==> src/include/ebu_params.svh <==
// constants for the external bus unit window controller
//
// Summary of operation
// single-chip mode issues no external cycles
// four modes: mux/demux, 8/16-bit data
// demux: address on demux lines, data shared
// mux: address then data on shared lines
// cycle, tristate, strobe, rw delay programmable
// four windows, each range plus settings
// window four beats three, two beats one
// outside all windows use default settings
// five active-low window selects
// arbitration only after arbitration_on set
// arbitration pins owned by unit when enabled
// master after reset, direction bit selects slave
// address space limit 1M, 256K, 64K
// eight, four, two or no segment lines
// selects change one cycle after strobe
// timing choice: selects change at strobe edge
// ready polarity per window settings
// ready ends cycle, cycle extended until seen
// master grants bus after current cycle
`ifndef EBU_PARAMS_SVH
`define EBU_PARAMS_SVH
`define EBU_NWIN      4
`define EBU_ADDR_W    24
`define EBU_RANGE_W   12
`define EBU_SIZE_W    4
`define EBU_MODE_OFF  3'h0
`define EBU_MODE_D16  3'h1
`define EBU_MODE_M8   3'h2
`define EBU_MODE_M16  3'h3
`define EBU_MODE_D8   3'h4
`define EBU_SPC_16M   2'h0
`define EBU_SPC_1M    2'h1
`define EBU_SPC_256K  2'h2
`define EBU_SPC_64K   2'h3
`define EBU_SEG_16M   8'hff
`define EBU_SEG_1M    8'h0f
`define EBU_SEG_256K  8'h03
`define EBU_SEG_64K   8'h00
`define EBU_CNT_W     4
`define EBU_CNT_ONE   4'h1
`define EBU_CNT_ZERO  4'h0
`endif

==> src/include/ebu_pkg.sv <==
// types for the external bus unit window controller
package ebu_pkg;
  // one bus settings word
  typedef struct packed {
    logic       enable;
    logic [2:0] mode;
    logic [3:0] cycle_wait;
    logic [3:0] tristate_wait;
    logic       long_strobe;
    logic       rw_delay;
    logic       ready_en;
    logic       wait_done_polarity;
  } bus_settings_t;
  // one window range select: base of 12 upper bits plus size code
  typedef struct packed {
    logic [11:0] base;
    logic [3:0]  size;
  } window_range_t;
  typedef enum logic [2:0] {
    ST_IDLE  = 3'b000,
    ST_ADDR  = 3'b001,
    ST_RWDLY = 3'b011,
    ST_DATA  = 3'b010,
    ST_WAITR = 3'b110,
    ST_TRIS  = 3'b111,
    ST_HOLD  = 3'b101
  } bus_state_t;
endpackage

==> src/hdl/ebu_window_ctrl.sv <==
// external bus unit with address windows, selects, ready and arbitration
`timescale 1ns/100ps
`include "ebu_params.svh"
module ebu_window_ctrl (
  input  wire logic                   i_clk,
  input  wire logic                   i_rst,
  input  wire ebu_pkg::bus_settings_t i_default_bus_settings,
  input  wire ebu_pkg::bus_settings_t i_window_one_settings,
  input  wire ebu_pkg::bus_settings_t i_window_two_settings,
  input  wire ebu_pkg::bus_settings_t i_window_three_settings,
  input  wire ebu_pkg::bus_settings_t i_window_four_settings,
  input  wire ebu_pkg::window_range_t i_range_one,
  input  wire ebu_pkg::window_range_t i_range_two,
  input  wire ebu_pkg::window_range_t i_range_three,
  input  wire ebu_pkg::window_range_t i_range_four,
  input  wire logic [1:0]             i_space_limit,
  input  wire logic                   i_select_timing_choice,
  input  wire logic                   i_arbitration_on,
  input  wire logic                   i_grant_pin_direction,
  input  wire logic                   i_req,
  input  wire logic                   i_req_write,
  input  wire logic [23:0]            i_req_addr,
  input  wire logic [15:0]            i_req_wdata,
  input  wire logic                   i_ready,
  input  wire logic [15:0]            i_shared_ad_lines,
  input  wire logic                   i_bus_grab_req_n,
  input  wire logic                   i_grant_acknowledge_n,
  output logic                        o_req_done,
  output logic [15:0]                 o_req_rdata,
  output logic [15:0]                 o_shared_ad_lines,
  output logic                        o_shared_ad_oe_n,
  output logic [15:0]                 o_demux_addr_lines,
  output logic [7:0]                  o_segment_addr,
  output logic                        o_addr_strobe,
  output logic                        o_rd_n,
  output logic                        o_wr_n,
  output logic [4:0]                  o_window_select_n,
  output logic                        o_bus_want_out_n,
  output logic                        o_grant_acknowledge_n,
  output logic                        o_grant_ack_oe_n,
  output logic                        o_bus_floated
);
  // ****************************************
  // window decode
  // ****************************************
  // size code n: window spans 4K << n bytes; low n base bits masked off
  function automatic logic win_hit(input ebu_pkg::window_range_t r, input logic [23:0] a);
    logic [11:0] mask;
    mask = 12'hfff << r.size;
    win_hit = ((a[23:12] & mask) == (r.base & mask));
  endfunction

  wire       hit1 = win_hit(i_range_one, i_req_addr) & i_window_one_settings.enable;
  wire       hit2 = win_hit(i_range_two, i_req_addr) & i_window_two_settings.enable;
  wire       hit3 = win_hit(i_range_three, i_req_addr) & i_window_three_settings.enable;
  wire       hit4 = win_hit(i_range_four, i_req_addr) & i_window_four_settings.enable;
  // four over three, two over one; pair 3/4 taken over pair 1/2
  wire [2:0] win_sel = hit4 ? 3'h4 : hit3 ? 3'h3 : hit2 ? 3'h2 : hit1 ? 3'h1 : 3'h0;
  ebu_pkg::bus_settings_t cfg_sel;
  assign cfg_sel = (win_sel == 3'h4) ? i_window_four_settings :
                   (win_sel == 3'h3) ? i_window_three_settings :
                   (win_sel == 3'h2) ? i_window_two_settings :
                   (win_sel == 3'h1) ? i_window_one_settings : i_default_bus_settings;
  wire [7:0] seg_mask = (i_space_limit == `EBU_SPC_1M)   ? `EBU_SEG_1M :
                        (i_space_limit == `EBU_SPC_256K) ? `EBU_SEG_256K :
                        (i_space_limit == `EBU_SPC_64K)  ? `EBU_SEG_64K : `EBU_SEG_16M;

  // ****************************************
  // arbitration
  // ****************************************
  wire grab = i_arbitration_on & ~i_grant_pin_direction & ~i_bus_grab_req_n;
  // slave only drives the bus while the other master acknowledges
  wire slave_has_bus = ~i_grant_pin_direction | ~i_arbitration_on | ~i_grant_acknowledge_n;

  // ****************************************
  // bus cycle sequencer
  // ****************************************
  ebu_pkg::bus_state_t    state_ff, nxt_state;
  ebu_pkg::bus_settings_t cfg_ff;
  logic [`EBU_CNT_W-1:0]  cnt_ff;
  logic [2:0]             win_ff;
  logic                   wr_ff;
  logic [23:0]            addr_ff;
  logic [15:0]            wdata_ff;
  logic                   strobe_rose_ff;

  wire cfg_mux   = (cfg_ff.mode == `EBU_MODE_M8) | (cfg_ff.mode == `EBU_MODE_M16);
  wire cfg_byte  = (cfg_ff.mode == `EBU_MODE_M8) | (cfg_ff.mode == `EBU_MODE_D8);
  wire rdy_seen  = ~cfg_ff.ready_en | (i_ready == cfg_ff.wait_done_polarity);
  wire cnt_zero  = (cnt_ff == `EBU_CNT_ZERO);
  wire start_ok  = i_req & ~grab & slave_has_bus & (cfg_sel.mode != `EBU_MODE_OFF);
  wire req_nop   = i_req & (cfg_sel.mode == `EBU_MODE_OFF);

  always_comb begin
    nxt_state = state_ff;
    unique case (state_ff)
      ebu_pkg::ST_IDLE:  if (grab) nxt_state = ebu_pkg::ST_HOLD;
                         else if (start_ok) nxt_state = ebu_pkg::ST_ADDR;
      ebu_pkg::ST_ADDR:  if (cnt_zero) nxt_state = cfg_ff.rw_delay ? ebu_pkg::ST_RWDLY
                                                                    : ebu_pkg::ST_DATA;
      ebu_pkg::ST_RWDLY: nxt_state = ebu_pkg::ST_DATA;
      ebu_pkg::ST_DATA:  if (cnt_zero) nxt_state = ebu_pkg::ST_WAITR;
      ebu_pkg::ST_WAITR: if (rdy_seen) nxt_state = ebu_pkg::ST_TRIS;
      ebu_pkg::ST_TRIS:  if (cnt_zero) nxt_state = ebu_pkg::ST_IDLE;
      ebu_pkg::ST_HOLD:  if (!grab) nxt_state = ebu_pkg::ST_IDLE;
      default:           nxt_state = ebu_pkg::ST_IDLE;
    endcase
  end

  // wait counts per phase
  wire [`EBU_CNT_W-1:0] strobe_len = cfg_sel.long_strobe ? `EBU_CNT_ONE : `EBU_CNT_ZERO;
  wire [`EBU_CNT_W-1:0] nxt_cnt =
      (state_ff == ebu_pkg::ST_IDLE)                 ? strobe_len :
      (nxt_state != state_ff && nxt_state == ebu_pkg::ST_DATA) ? cfg_ff.cycle_wait :
      (nxt_state != state_ff && nxt_state == ebu_pkg::ST_TRIS) ? cfg_ff.tristate_wait :
      cnt_zero ? cnt_ff : cnt_ff - `EBU_CNT_ONE;
  wire enter_cycle = (state_ff == ebu_pkg::ST_IDLE) & start_ok & ~grab;
  wire in_cycle    = (state_ff != ebu_pkg::ST_IDLE) & (state_ff != ebu_pkg::ST_HOLD);
  wire in_data     = (state_ff == ebu_pkg::ST_DATA) | (state_ff == ebu_pkg::ST_WAITR);
  wire finish      = (state_ff == ebu_pkg::ST_WAITR) & rdy_seen;
  wire strobe_fall = (state_ff == ebu_pkg::ST_ADDR) & cnt_zero;

  always_ff @(posedge i_clk) begin
    if (i_rst) begin
      state_ff <= ebu_pkg::ST_IDLE;
      cnt_ff   <= `EBU_CNT_ZERO;
      cfg_ff   <= '0;
      win_ff   <= 3'h0;
      wr_ff    <= 1'b0;
      addr_ff  <= 24'h000000;
      wdata_ff <= 16'h0000;
    end else begin
      state_ff <= nxt_state;
      cnt_ff   <= nxt_cnt;
      if (enter_cycle) begin
        cfg_ff   <= cfg_sel;
        win_ff   <= win_sel;
        wr_ff    <= i_req_write;
        addr_ff  <= i_req_addr;
        wdata_ff <= i_req_wdata;
      end
    end
  end

  // ****************************************
  // pin drivers, all registered
  // ****************************************
  wire        nxt_strobe  = enter_cycle | ((state_ff == ebu_pkg::ST_ADDR) & ~cnt_zero);
  wire        nxt_in_data = (nxt_state == ebu_pkg::ST_DATA) | (nxt_state == ebu_pkg::ST_WAITR);
  wire        nxt_in_bus  = (nxt_state != ebu_pkg::ST_IDLE) & (nxt_state != ebu_pkg::ST_HOLD);
  wire [23:0] nxt_addr    = enter_cycle ? i_req_addr : addr_ff;
  wire        nxt_mux     = enter_cycle ? ((cfg_sel.mode == `EBU_MODE_M8) |
                                           (cfg_sel.mode == `EBU_MODE_M16)) : cfg_mux;
  wire [15:0] nxt_wdata   = cfg_byte ? {8'h00, wdata_ff[7:0]} : wdata_ff;
  wire        nxt_drive_ad = nxt_in_bus & ((nxt_mux & (nxt_state == ebu_pkg::ST_ADDR)) |
                                           (wr_ff & nxt_in_data));
  wire [15:0] nxt_ad = (nxt_mux & ~nxt_in_data) ? nxt_addr[15:0] : nxt_wdata;
  // early mode: select follows the strobe edge; late mode waits one more edge
  wire        cs_go  = i_select_timing_choice ? enter_cycle : strobe_rose_ff;
  wire [4:0]  cs_vec = 5'h01 << win_ff;
  wire [4:0]  cs_now = 5'h01 << win_sel;

  always_ff @(posedge i_clk) begin
    if (i_rst) begin
      o_req_done            <= 1'b0;
      o_req_rdata           <= 16'h0000;
      o_shared_ad_lines     <= 16'h0000;
      o_shared_ad_oe_n      <= 1'b1;
      o_demux_addr_lines    <= 16'h0000;
      o_segment_addr        <= 8'h00;
      o_addr_strobe         <= 1'b0;
      o_rd_n                <= 1'b1;
      o_wr_n                <= 1'b1;
      o_window_select_n     <= 5'h1f;
      strobe_rose_ff        <= 1'b0;
      o_bus_want_out_n      <= 1'b1;
      o_grant_acknowledge_n <= 1'b1;
      o_grant_ack_oe_n      <= 1'b0;
      o_bus_floated         <= 1'b0;
    end else begin
      o_req_done         <= finish | req_nop & (state_ff == ebu_pkg::ST_IDLE);
      if (finish && !wr_ff)
        o_req_rdata      <= cfg_byte | (cfg_ff.mode == `EBU_MODE_OFF) ?
                            {8'h00, i_shared_ad_lines[7:0]} : i_shared_ad_lines;
      o_shared_ad_lines  <= nxt_ad;
      o_shared_ad_oe_n   <= ~nxt_drive_ad;
      o_demux_addr_lines <= nxt_addr[15:0];
      o_segment_addr     <= nxt_addr[23:16] & seg_mask;
      o_addr_strobe      <= nxt_strobe;
      o_rd_n             <= ~(nxt_in_data & ~wr_ff & ~enter_cycle);
      o_wr_n             <= ~(nxt_in_data & wr_ff);
      strobe_rose_ff     <= enter_cycle;
      if (cs_go)
        o_window_select_n <= ~(i_select_timing_choice ? cs_now : cs_vec);
      else if (finish)
        o_window_select_n <= 5'h1f;
      // without arbitration the want pin stays high; the grant pin stays enabled as an output, driven high
      o_bus_want_out_n   <= ~(i_arbitration_on & i_grant_pin_direction & i_req &
                              i_grant_acknowledge_n);
      o_grant_acknowledge_n <= ~(nxt_state == ebu_pkg::ST_HOLD);
      o_grant_ack_oe_n   <= i_arbitration_on & i_grant_pin_direction;
      o_bus_floated      <= (nxt_state == ebu_pkg::ST_HOLD);
    end
  end

  // ****************************************
  // checks
  // ****************************************
  chk_single_chip_quiet: assert property (@(posedge i_clk) disable iff (i_rst)
    (state_ff == ebu_pkg::ST_IDLE && req_nop) |=> o_addr_strobe == 1'b0)
    else $error("strobe raised in single-chip mode");
  chk_hold_floats_bus: assert property (@(posedge i_clk) disable iff (i_rst)
    o_bus_floated |-> o_shared_ad_oe_n && o_rd_n && o_wr_n && !o_grant_acknowledge_n)
    else $error("bus not floated during grant");
  chk_grab_granted: assert property (@(posedge i_clk) disable iff (i_rst)
    (grab && state_ff == ebu_pkg::ST_IDLE) |=> !o_grant_acknowledge_n)
    else $error("grab not acknowledged");
  chk_no_grant_off: assert property (@(posedge i_clk) disable iff (i_rst)
    !i_arbitration_on |=> o_grant_acknowledge_n)
    else $error("grant without arbitration enabled");
  chk_ready_extends: assert property (@(posedge i_clk) disable iff (i_rst)
    (state_ff == ebu_pkg::ST_WAITR && !rdy_seen) |=> state_ff == ebu_pkg::ST_WAITR)
    else $error("cycle ended without ready");
  chk_priority_four: assert property (@(posedge i_clk) disable iff (i_rst)
    (hit4 && hit3) |-> win_sel == 3'h4)
    else $error("window four did not win");
  chk_seg_64k: assert property (@(posedge i_clk) disable iff (i_rst)
    $past(i_space_limit) == `EBU_SPC_64K |-> o_segment_addr == 8'h00)
    else $error("segment lines driven in 64K space");
  chk_master_dir: assert property (@(posedge i_clk) disable iff (i_rst)
    !$past(i_grant_pin_direction) |-> !o_grant_ack_oe_n)
    else $error("grant pin not output in master role");
  chk_late_select: assert property (@(posedge i_clk) disable iff (i_rst)
    (enter_cycle && !i_select_timing_choice) |=> o_window_select_n == 5'h1f)
    else $error("select changed too early");
  chk_late_select_on: assert property (@(posedge i_clk) disable iff (i_rst)
    (enter_cycle && !i_select_timing_choice) |=> ##1 o_window_select_n != 5'h1f)
    else $error("late select missing");
  chk_early_select: assert property (@(posedge i_clk) disable iff (i_rst)
    (enter_cycle && i_select_timing_choice) |=> o_window_select_n != 5'h1f)
    else $error("early select missing");
  chk_one_select: assert property (@(posedge i_clk) disable iff (i_rst)
    $countones(~o_window_select_n) <= 1)
    else $error("more than one select low");
  chk_select_cleared: assert property (@(posedge i_clk) disable iff (i_rst)
    o_req_done |-> o_window_select_n == 5'h1f)
    else $error("select held past done");
  chk_ready_ends: assert property (@(posedge i_clk) disable iff (i_rst)
    (state_ff == ebu_pkg::ST_WAITR && rdy_seen) |=> o_req_done)
    else $error("ready did not end cycle");
  chk_long_strobe: assert property (@(posedge i_clk) disable iff (i_rst)
    (enter_cycle && cfg_sel.long_strobe) |=> o_addr_strobe ##1 o_addr_strobe)
    else $error("long strobe too short");
  chk_strobe_drops: assert property (@(posedge i_clk) disable iff (i_rst)
    strobe_fall |=> !o_addr_strobe)
    else $error("strobe held too long");
  chk_strobe_in_cycle: assert property (@(posedge i_clk) disable iff (i_rst)
    o_addr_strobe |-> in_cycle)
    else $error("strobe outside a cycle");
  chk_rw_delay: assert property (@(posedge i_clk) disable iff (i_rst)
    (strobe_fall && cfg_ff.rw_delay) |=> o_rd_n && o_wr_n)
    else $error("strobe not delayed");
  chk_tristate_quiet: assert property (@(posedge i_clk) disable iff (i_rst)
    (state_ff == ebu_pkg::ST_TRIS) |-> o_shared_ad_oe_n && o_rd_n && o_wr_n)
    else $error("bus driven in tristate time");
  chk_mux_addr: assert property (@(posedge i_clk) disable iff (i_rst)
    (enter_cycle && nxt_mux) |=> !o_shared_ad_oe_n &&
    o_shared_ad_lines == $past(i_req_addr[15:0]))
    else $error("mux address phase wrong");
  chk_demux_addr: assert property (@(posedge i_clk) disable iff (i_rst)
    enter_cycle |=> o_demux_addr_lines == $past(i_req_addr[15:0]))
    else $error("demux address wrong");
  chk_byte_data: assert property (@(posedge i_clk) disable iff (i_rst)
    (!o_wr_n && cfg_byte) |-> o_shared_ad_lines[15:8] == 8'h00)
    else $error("upper byte driven in byte mode");
  chk_rw_in_data: assert property (@(posedge i_clk) disable iff (i_rst)
    (!o_rd_n || !o_wr_n) |-> in_data)
    else $error("strobe outside data phase");
  chk_nop_done: assert property (@(posedge i_clk) disable iff (i_rst)
    (state_ff == ebu_pkg::ST_IDLE && req_nop) |=> o_req_done && o_window_select_n == 5'h1f)
    else $error("single-chip request mishandled");
  chk_want_off: assert property (@(posedge i_clk) disable iff (i_rst)
    !$past(i_arbitration_on) |-> o_bus_want_out_n)
    else $error("bus wanted without arbitration");
  chk_slave_waits: assert property (@(posedge i_clk) disable iff (i_rst)
    (state_ff == ebu_pkg::ST_IDLE && !slave_has_bus) |=> !o_addr_strobe)
    else $error("slave started without the bus");
  chk_slave_pin_in: assert property (@(posedge i_clk) disable iff (i_rst)
    $past(i_arbitration_on && i_grant_pin_direction) |-> o_grant_ack_oe_n)
    else $error("grant pin driven in slave role");
  chk_grant_released: assert property (@(posedge i_clk) disable iff (i_rst)
    (state_ff == ebu_pkg::ST_HOLD && !grab) |=> o_grant_acknowledge_n)
    else $error("grant kept after request left");
  chk_floated_quiet: assert property (@(posedge i_clk) disable iff (i_rst)
    o_bus_floated |-> !o_addr_strobe && o_window_select_n == 5'h1f)
    else $error("bus active during grant");
  chk_seg_1m: assert property (@(posedge i_clk) disable iff (i_rst)
    $past(i_space_limit) == `EBU_SPC_1M |-> o_segment_addr[7:4] == 4'h0)
    else $error("segment lines above 1M");
  chk_seg_256k: assert property (@(posedge i_clk) disable iff (i_rst)
    $past(i_space_limit) == `EBU_SPC_256K |-> o_segment_addr[7:2] == 6'h00)
    else $error("segment lines above 256K");
  chk_seg_full: assert property (@(posedge i_clk) disable iff (i_rst)
    $past(i_space_limit) == `EBU_SPC_16M |-> o_segment_addr == $past(nxt_addr[23:16]))
    else $error("segment lines wrong in 16M space");
endmodule

==> config.mk <==
export PLATFORM = sky130hd
export DESIGN_NAME = ebu_window_ctrl
export DESIGN_NICKNAME = d
export VERILOG_FILES = /design/src/include/ebu_pkg.sv /design/src/hdl/ebu_window_ctrl.sv
export VERILOG_INCLUDE_DIRS = /design/src /design/src/include
export SDC_FILE = /design/constraint.sdc
export NUM_CORES = 1
export LEC_CHECK = 0
export ABC_AREA = 1
export BUFFER_PORTS_ARGS = -buffer_cell sky130_fd_sc_hd__buf_2
export CORE_ASPECT_RATIO = 1.1
export CORE_MARGIN = 4
export CORE_UTILIZATION = 39
export CTS_CLUSTER_DIAMETER = 150
export DETAILED_ROUTE_END_ITERATION = 8
export PLACE_DENSITY = 0.67
export SKIP_LAST_GASP = 1
export SLEW_MARGIN = 0
export SYNTH_ARGS = -nofsm -noshare
export SYNTH_HDL_FRONTEND = slang
export SYNTH_SLANG_ARGS = --single-unit
==> constraint.sdc <==
create_clock -name i_clk -period 5.4 [get_ports i_clk]
set_clock_uncertainty 0.15 [all_clocks]
set_input_delay 0.27 -clock i_clk [delete_from_list [all_inputs] [get_ports i_clk]]
set_output_delay 0.27 -clock i_clk [all_outputs]
set_load 0.1 [all_outputs]
### After elaboration in Yosys (flattened, before gate mapping)

Cells that the tools add are included.

* register bits after elaboration: 136
* output and inout bits: 70
* logic and storage cells: 171

* muxes and demuxes: 34
* $add $sub $neg: 1
* shift operators: 6
* equality and inequality tests: 31
* bitwise logic cells: 61
* reductions and logical operators: 11

Operator list (count)
* bitwise AND 12 bit: 8
* 2-to-1 mux 15 bit: 4
* == test 12 bit: 4
* 2-to-1 mux 16 bit: 3
* << shifter 12 x 4 -> 12 bit, first input constant: 4
* == test 3 x 2 -> 1 bit, second input constant: 9
* bitwise AND 1 bit: 25
* == test 3 bit, second input constant: 8
* 2-to-1 mux 24 bit: 1
* 2-to-1 mux 3 bit: 8
* 2-to-1 mux 8 bit: 3
* case mux 3 bit (7 select lines): 1
* 2-to-1 mux 4 bit: 4
* 2-to-1 mux 5 bit: 3
* inverter 1 bit: 15
* bitwise OR 1 bit: 11
* << shifter 1 x 3 -> 5 bit, first input constant: 2
* == test 3 x 1 -> 1 bit, second input constant: 3
* logical NOT 3 bit: 3
* bitwise AND 8 bit: 1
* nonzero test 3 bit: 2
* 2-to-1 mux 1 bit: 5
* inverter 5 bit: 1
* == test 2 bit, second input constant: 2
* other kinds (11): 14

### Depth between registers and ports, before layout

Gate-level depths: netlist of run 1.

* depth in word-level cells: 24
* depth in mapped cells: 28
* mapped depth without buffers: 26

### Worst setup path after synthesis of run 1

No wires, ideal clock.

* path type: input to register
* start: in i_req_addr[23]
* end: reg o_shared_ad_lines[13]
* stages: 21
* data arrival time: 2685 ps
* path slack: 2451 ps
* path buffers: 3
* cells stage by stage: buf_2 -> or2_0 -> o211ai_1 -> nand3_1 -> nor2_1 -> nand2_1 -> buf_2 -> nand2_4 -> nand3_1 -> nand2_1 -> a21oi_2 -> nand3_2 -> nand2_2 -> nor2_4 -> inv_2 -> or2_4 -> o22ai_4 -> nand2_4 -> buf_2 -> o21ai_1 -> inv_1

* word-level cells in the longest chain between the ends: 22
* elaborated cells between the ends (all ways): 42

Ends and longest elaborated chain
* start, declared: line ebu_window_ctrl.sv:22 `input wire logic [23:0] i_req_addr,`
* bitwise AND 12 bit: line ebu_window_ctrl.sv:50 `win_hit = ((a[23:12] & mask) == (r.base & mask));`
* == test 12 bit: line ebu_window_ctrl.sv:50
* bitwise AND 1 bit: line ebu_window_ctrl.sv:53 `wire hit1 = win_hit(i_range_one, i_req_addr) & i_window_one_settings.enable;`
* 2-to-1 mux 1 bit: line ebu_window_ctrl.sv:58 `wire [2:0] win_sel = hit4 ? 3'h4 : hit3 ? 3'h3 : hit2 ? 3'h2 : hit1 ? 3'h1 : 3'h0;`
* 2-to-1 mux 2 bit (2 in a row): line ebu_window_ctrl.sv:58
* 2-to-1 mux 3 bit (*): line ebu_window_ctrl.sv:58
* == test 3 x 1 -> 1 bit: line ebu_window_ctrl.sv:63 `(win_sel == 3'h1) ? i_window_one_settings : i_default_bus_settings;`
* 2-to-1 mux 15 bit: line ebu_window_ctrl.sv:63
* (+5 left out)
* 2-to-1 mux 3 bit: line ebu_window_ctrl.sv:98 `else if (start_ok) nxt_state = ebu_pkg::ST_ADDR;`
* 2-to-1 mux 3 bit: line ebu_window_ctrl.sv:97 `ebu_pkg::ST_IDLE: if (grab) nxt_state = ebu_pkg::ST_HOLD;`
* case mux 3 bit (7 select lines): line ebu_window_ctrl.sv:96 `unique case (state_ff)`
* == test 3 x 2 -> 1 bit or == test 3 bit (tied branches): line ebu_window_ctrl.sv:149 `wire nxt_in_data = (nxt_state == ebu_pkg::ST_DATA) | (nxt_state == ebu_pkg::ST_WAITR);`
* bitwise OR 1 bit: line ebu_window_ctrl.sv:149
* inverter 1 bit: line ebu_window_ctrl.sv:157 `wire [15:0] nxt_ad = (nxt_mux & ~nxt_in_data) ? nxt_addr[15:0] : nxt_wdata;`
* bitwise AND 1 bit: line ebu_window_ctrl.sv:157
* 2-to-1 mux 16 bit (*): line ebu_window_ctrl.sv:157
* end signal, assigned: line ebu_window_ctrl.sv:185 `o_shared_ad_lines <= nxt_ad;`
* end, declared: line ebu_window_ctrl.sv:30 `output logic [15:0] o_shared_ad_lines,`

Every way passes the cells marked *; elsewhere a longest branch is shown, timed or not.
A chain may end at the register's enable or synchronous reset.

### Final worst setup path of run 1

* start: in i_req_addr[18]
* end: reg o_shared_ad_lines[12]

The elaborated chain is that of the path after synthesis.

==> metrics.txt, run 1 <==
status=finished, final reports clean; Root Buffer=clkbuf_16; crit path launch type=input pin; area fraction of the dominant cell type after synthesis=0.361; 1st-iter DRT viols=359; Synth Flop Type=dfxtp_1; die area=19200 µm²; gpl congestion=0.905; hold_ws=0.0224 ns; first-pass iteration count of the detailed router=5; most common cell in the netlist=nand2_1; # clock sinks=120; XOR/XNOR share of the synthesized area=0.0224; Synth Instances=1024; clock share of power=0.304; synth cell count leaders=291 x nand2_1, 131 x inv_1, 120 x dfxtp_1; final hold violations=0; initial antenna violation count=0; pins over their slew limit=0; post-synthesis mux area share=0.0135; grt total ovfl=0; worst skew pair latency=0.41 ns; RSZ-0062 raised after global routing=false; Final period util=0.829; largest area contributor in the netlist=dfxtp_1; vias post-DR=7564; post-synthesis simple-gate area fraction=0.314; Post-synth EDFFs=0; DRC viols=0; r2r startpoint=state_ff[0]; Fillers=1631; TritonCTS Buffers=17; Chip Height=145 µm; yosys warns=0; vias per inst=4.92; Clock Tree Buf Depth=2; DRT antenna net count=0; post-synth cell types=45; share of synthesized registers carrying an async set or reset=0; vias in the first global route=7318; main combinational cell family by area after synthesis=simple AND/OR/NAND/NOR gates; core area=16600 µm²; Hold Crit Start=i_window_four_settings[8]; Hold WC Path Type=in2reg; internal power component=2260 µW; Routed WL=22600 µm; Power Density=434 nW/µm²; worst-path fanout max=25; Slew @ Worst Pin=0.972 ns; switching part of the total power=0.434; Port Buffers=280; Lkg Pwr=0.00479 µW; Post-CTS Setup Inserts=0; Fmax achieved=223 MHz; register area share after synthesis=0.361; Avg Inst Size Synth=6.50 µm²; Total GRT Usage=0.230; Max-slew headroom=0.351; Rows=49; Post-Synthesis Cell Area=6650 µm²; TNS Setup=0 ns; adder-cell share of the synthesized area=0.00376; clock slew at reported path FFs=0.05 ns; # IOs=282; top cells by area, synth=dfxtp_1 36%, nand2_1 16%, inv_1 7.4%, nor2_1 5.4%, o21ai_0 5.3%; antenna fix cells=0; Psw=1730 µW; Finish-stage setup viols=0; Synth Net Count=1238; Comb pwr share=0.417; Critical Path End Type=register; critical setup path kind=in2reg; CP startpoint=i_req_addr[18]; flops & latches, synth=120; post-synthesis compound-gate area fraction=0.155; Area Growth Syn to Fin=38.1%; first-pass GRT wire length=35900 µm; HPWL after DPL=16800 µm; largest net degree at the start of global routing=40; minimum clock period=4.48 ns; placed instance area=8030 µm²; layout cell share with drive strength beyond 1=0.261; Final Cell Area=9190 µm²; reg2reg setup slack=1.65 ns; sequential share of power=0.280; H-Tree Depth=4; CP Data Arrival Time=4.68 ns; Die X=133 µm; Initial Utilization=0.402; Critical Path RT=5.61 ns; Final #Nets=1534; worst vdd ir=0.239 mV; routed length per instance=14.7 µm; total of max-cap violations=0; CTS tree=yes
==> layout by cell type, fill, tap and decap left out, types with 4 or more instances in the layout <==
cell type      synthesis  layout
xor2_1                12      12
nor3_1                14      14
dfxtp_1              120     120
mux2i_1                9       9
buf_2                 11     280
a21oi_2                4       4
a22o_1                 4       4
dlygate4sd3_1          0      52
nand3_1               63      63
inv_1                131     131
nand2_1              291     291
clkbuf_16              0      17
buf_4                 17       7
inv_2                  9       9
bufinv_16              0       4
nand4_1               13      13
o221ai_1              16      16
a21oi_1               46      46
o21ai_1               11      11
o21ai_0               71      71
o31ai_1               11      11
xnor2_1                5       5
nor2_1                96      96
==> worst paths after layout <==
path,end,cells after the start
worst min-delay path,cfg_ff[8],3
worst max register to register,o_shared_ad_lines[12],11
worst max-delay path,o_shared_ad_lines[12],25
worst min register to register,o_shared_ad_lines[1],2
==> registers in the layout (all words and copies together), names as in the netlist, 3 cells and up <==
signal,cells
addr_ff,24
o_req_rdata,16
o_shared_ad_lines,16
wdata_ff,16
cfg_ff,14
o_segment_addr,8
o_window_select_n,5
cnt_ff,4
state_ff,3
win_ff,3
==> final cells by class <==
| class | instances | area (µm²) | area share |
|---|---|---|---|
| Sequential cell | 120 | 2400 | 0.262 |
| Tap cell | 204 | 255 | 0.0278 |
| Timing Repair Buffer | 339 | 1970 | 0.215 |
| Clock inverter | 11 | 171 | 0.0187 |
| Inverter | 141 | 529 | 0.0576 |
| Clock buffer | 20 | 467 | 0.0508 |
| Multi-Input combinational cell | 701 | 3390 | 0.369 |
==> worst max-delay path, cell delays in order <==
cell and delay [ns]:
buf_2 0.14, inv_1 0.18, nand2_1 0.08, nand3_1 0.09, nand2_1 0.05, nor2_1 0.08, nand2_1 0.07, nand2_1 0.07
nand2_1 0.08, buf_4 0.22, nor2_2 0.19, inv_2 0.20, nand2_1 0.12, inv_1 0.04, nand2_1 0.11, a21oi_2 0.08
nand3_2 0.09, nand2_2 0.07, nor2_4 0.36, inv_2 0.27, nor2_2 0.80, inv_1 0.48, o21ai_0 0.35, o21ai_1 0.09
inv_1 0.06
==> stage by stage <==
stage                     power, µW  setup slack (ns)  instances   util
after floorplan                2430              2.45       1024      -
after global placement         2750             0.519       1453  0.485
after detailed placement       2760             0.463       1453  0.485
after CTS                      4000             0.871       1536  0.555
after global routing           4200             0.389       1536  0.555
final                          3990             0.922       1536  0.555
==> per-layer routing <==
layer,up-vias,global-route usage,wire (µm)
li1,3847,-,-
met1,3381,0.270,9430
met2,295,0.406,11100
met3,41,0.0568,1620
met4,0,0.0806,479
met5,-,0,0
==> cells by family (layout without fill, tap and decap cells) <==
family,after synthesis,count (layout)
AOI/OAI and AO/OA,175,175
xor gates and xnor gates,17,17
adders and majority gates,2,2
buffers and inverters,203,511
DFF,120,120
muxes,9,9
and+or+nand+nor,498,498
==> repair_timing <==
item                      CTS  global route
hold endpoints to repair   53             0
hold buffers               52             0
resized for setup           0             0
==> power groups by stage <==
stage / sequential [µW] / combinational [µW] / clock (µW)
6_report: 1120 / 1660 / 1210
3_3_place_gp: 1130 / 1620 / 0
2_1_floorplan: 1570 / 862 / 0
5_1_grt: 1130 / 1800 / 1280
3_5_place_dp: 1130 / 1620 / 0
4_1_cts: 1110 / 1660 / 1230
Note: power is estimated with default switching activity, not from simulation.
==> run 2: changes to the inputs <==
--- a/config.mk
+++ b/config.mk
@@ -13,7 +13,7 @@
 export CORE_UTILIZATION = 39
 export CTS_CLUSTER_DIAMETER = 150
 export DETAILED_ROUTE_END_ITERATION = 8
-export PLACE_DENSITY = 0.67
+export PLACE_DENSITY = 0.7
 export SKIP_LAST_GASP = 1
 export SLEW_MARGIN = 0
 export SYNTH_ARGS = -nofsm -noshare
==> constraint.sdc (replaced) <==
create_clock -name i_clk -period 3.74 [get_ports i_clk]
set_clock_uncertainty 0.15 [all_clocks]
set_input_delay 0.187 -clock i_clk [delete_from_list [all_inputs] [get_ports i_clk]]
set_output_delay 0.187 -clock i_clk [all_outputs]
set_load 0.1 [all_outputs]
==> run 2 against run 1 <==
Die area unchanged. Routed wire length up 1.0%. First-iteration DRC count up 7.8%. Non-clock buffer count up 26. Worst setup slack worse by 0.47 ns. Critical endpoint is now o_shared_ad_lines[13]. Largest cell class unchanged. Largest power group unchanged.
==> metrics.txt, run 2 (same netlist as run 1, synthesis figures left out) <==
1st-iter DRT viols=387; worst-path fanout max=15; layout cell share with drive strength beyond 1=0.266; vias in the first global route=7544; pins over their slew limit=0; max FFs per register=24; Hold WC Path Type=in2reg; Power Density=607 nW/µm²; Slew @ Worst Pin=0.874 ns; DRT antenna net count=0; CP max stage delay=0.33 ns; first-pass GRT wire length=36900 µm; total of max-cap violations=0; clock slew at reported path FFs=0.05 ns; minimum clock period=3.29 ns; commonest non-fill, non-tap cell in the layout=nand2_1; cell mode on critical path=nand2_1; HPWL after DPL=17500 µm; # IOs=282; TritonCTS Buffers=17; gpl congestion=0.919; TNS Setup=0 ns; vias post-DR=7607; CP Data Arrival Time=3.49 ns; Initial Utilization=0.402; most frequent cells in the layout=291 x nand2_1, 280 x buf_2, 131 x inv_1; largest net degree at the start of global routing=43; CTS tree=yes; Critical Path End Type=register; Total GRT Usage=0.234; Place WS=0.0279 ns; slowest CP cell=nor2_4; Lkg Pwr=0.00489 µW; Finish-stage setup viols=0; routed length per instance=14.6 µm; Cell Count, Final, Fillers Out=1564; Routed WL=22900 µm; DRC viols=0; Die X=133 µm; Area Growth Syn to Fin=40.6%; Reg with most FFs=addr_ff; crit path launch type=input pin; CP top delay family=simple AND/OR/NAND/NOR gates; Post-CTS Setup Inserts=0; Max-slew headroom=0.418; CP Buf/Inv Count=9; RSZ-0062 raised after global routing=false; hold_ws=0.0210 ns; Root Buffer=clkbuf_16; final setup margin=0.450 ns; grt total ovfl=0; initial antenna violation count=1; worst vdd ir=0.380 mV; die area=19200 µm²; core area=16600 µm²; final hold violations=0; dpl cells=1471; Chip Height=145 µm; status=finished, final reports clean; critical setup path kind=in2reg; Final #Nets=1560; Final period util=0.880; # clock sinks=120; Critical Path RT=3.94 ns; Fmax achieved=304 MHz; Rows=49; H-Tree Depth=4; first-pass iteration count of the detailed router=5; Clock Tree Buf Depth=2; worst skew pair latency=0.41 ns; Port Buffers=280; vias per inst=4.86
## run 2: changes by cell type in the layout (fill, tap and decap cells not counted)
cell / before / now
clkinv_2: 2 / 5
dlygate4sd3_1: 52 / 60
buf_4: 7 / 25
diode_2: 0 / 1
clkbuf_1: 0 / 4
clkinv_4: 3 / 0
bufinv_16: 4 / 3
clkbuf_8: 3 / 2
clkinvlp_4: 2 / 1
## run 2: area by class of cell
type	instances	area, µm²
diodes	1	2.50
flip-flops and latches	120	2400
fillers	1590	7200
multi-input cells	701	3390
inverters	141	529
repair buffers	365	2190
clock buffers	23	468
clock inverters	9	123
well taps	204	255
## run 2: metrics by stage
| step | instance area, µm² | total power (µW) | util |
|---|---|---|---|
| final | 9360 | 5680 | 0.565 |
| after global routing | 9360 | 5990 | 0.565 |
| after CTS | 9350 | 5700 | 0.565 |
| after detailed placement | 8160 | 4010 | 0.493 |
| after global placement | 8160 | 3990 | 0.493 |
| after floorplan | 6650 | 3510 | - |
## run 2: what timing repair did
action                                  4_1_cts  5_1_grt
resized for setup                             0        0
endpoints found under the hold margin        69        0
endpoints found under the setup margin        0        0
hold buffers                                 60        0
## run 2: path summary, 6_finish.rpt
kind | slack [ns] | cells after the start | endpoint | from
worst max-delay path | 0.45 | 25 | o_shared_ad_lines[13] | i_range_four[2]
worst min-delay path | 0.02 | 5 | cfg_ff[5] | i_window_four_settings[5]
worst max register to register | 0.66 | 16 | cnt_ff[0] | cnt_ff[0]
worst min register to register | 0.29 | 2 | win_ff[2] | win_ff[2]
## run 2: worst min-delay path: stages
cell and delay, ns:
buf_2 0.09, nand2_1 0.05, nand2_1 0.07, nand2_1 0.07
a21oi_1 0.06
## run 2: where the power goes
part | switching (µW) | internal (µW)
registers | 99.7 | 1510
clock network | 543 | 1080
logic | 1830 | 616
total | 2480 | 3200
## run 2: metal layers
metal,global-route usage,wire length [µm],up-vias
li1,-,-,3899
met1,0.268,9220,3363
met2,0.420,11500,302
met3,0.0592,1640,43
met4,0.0832,550,0
met5,0,0,-
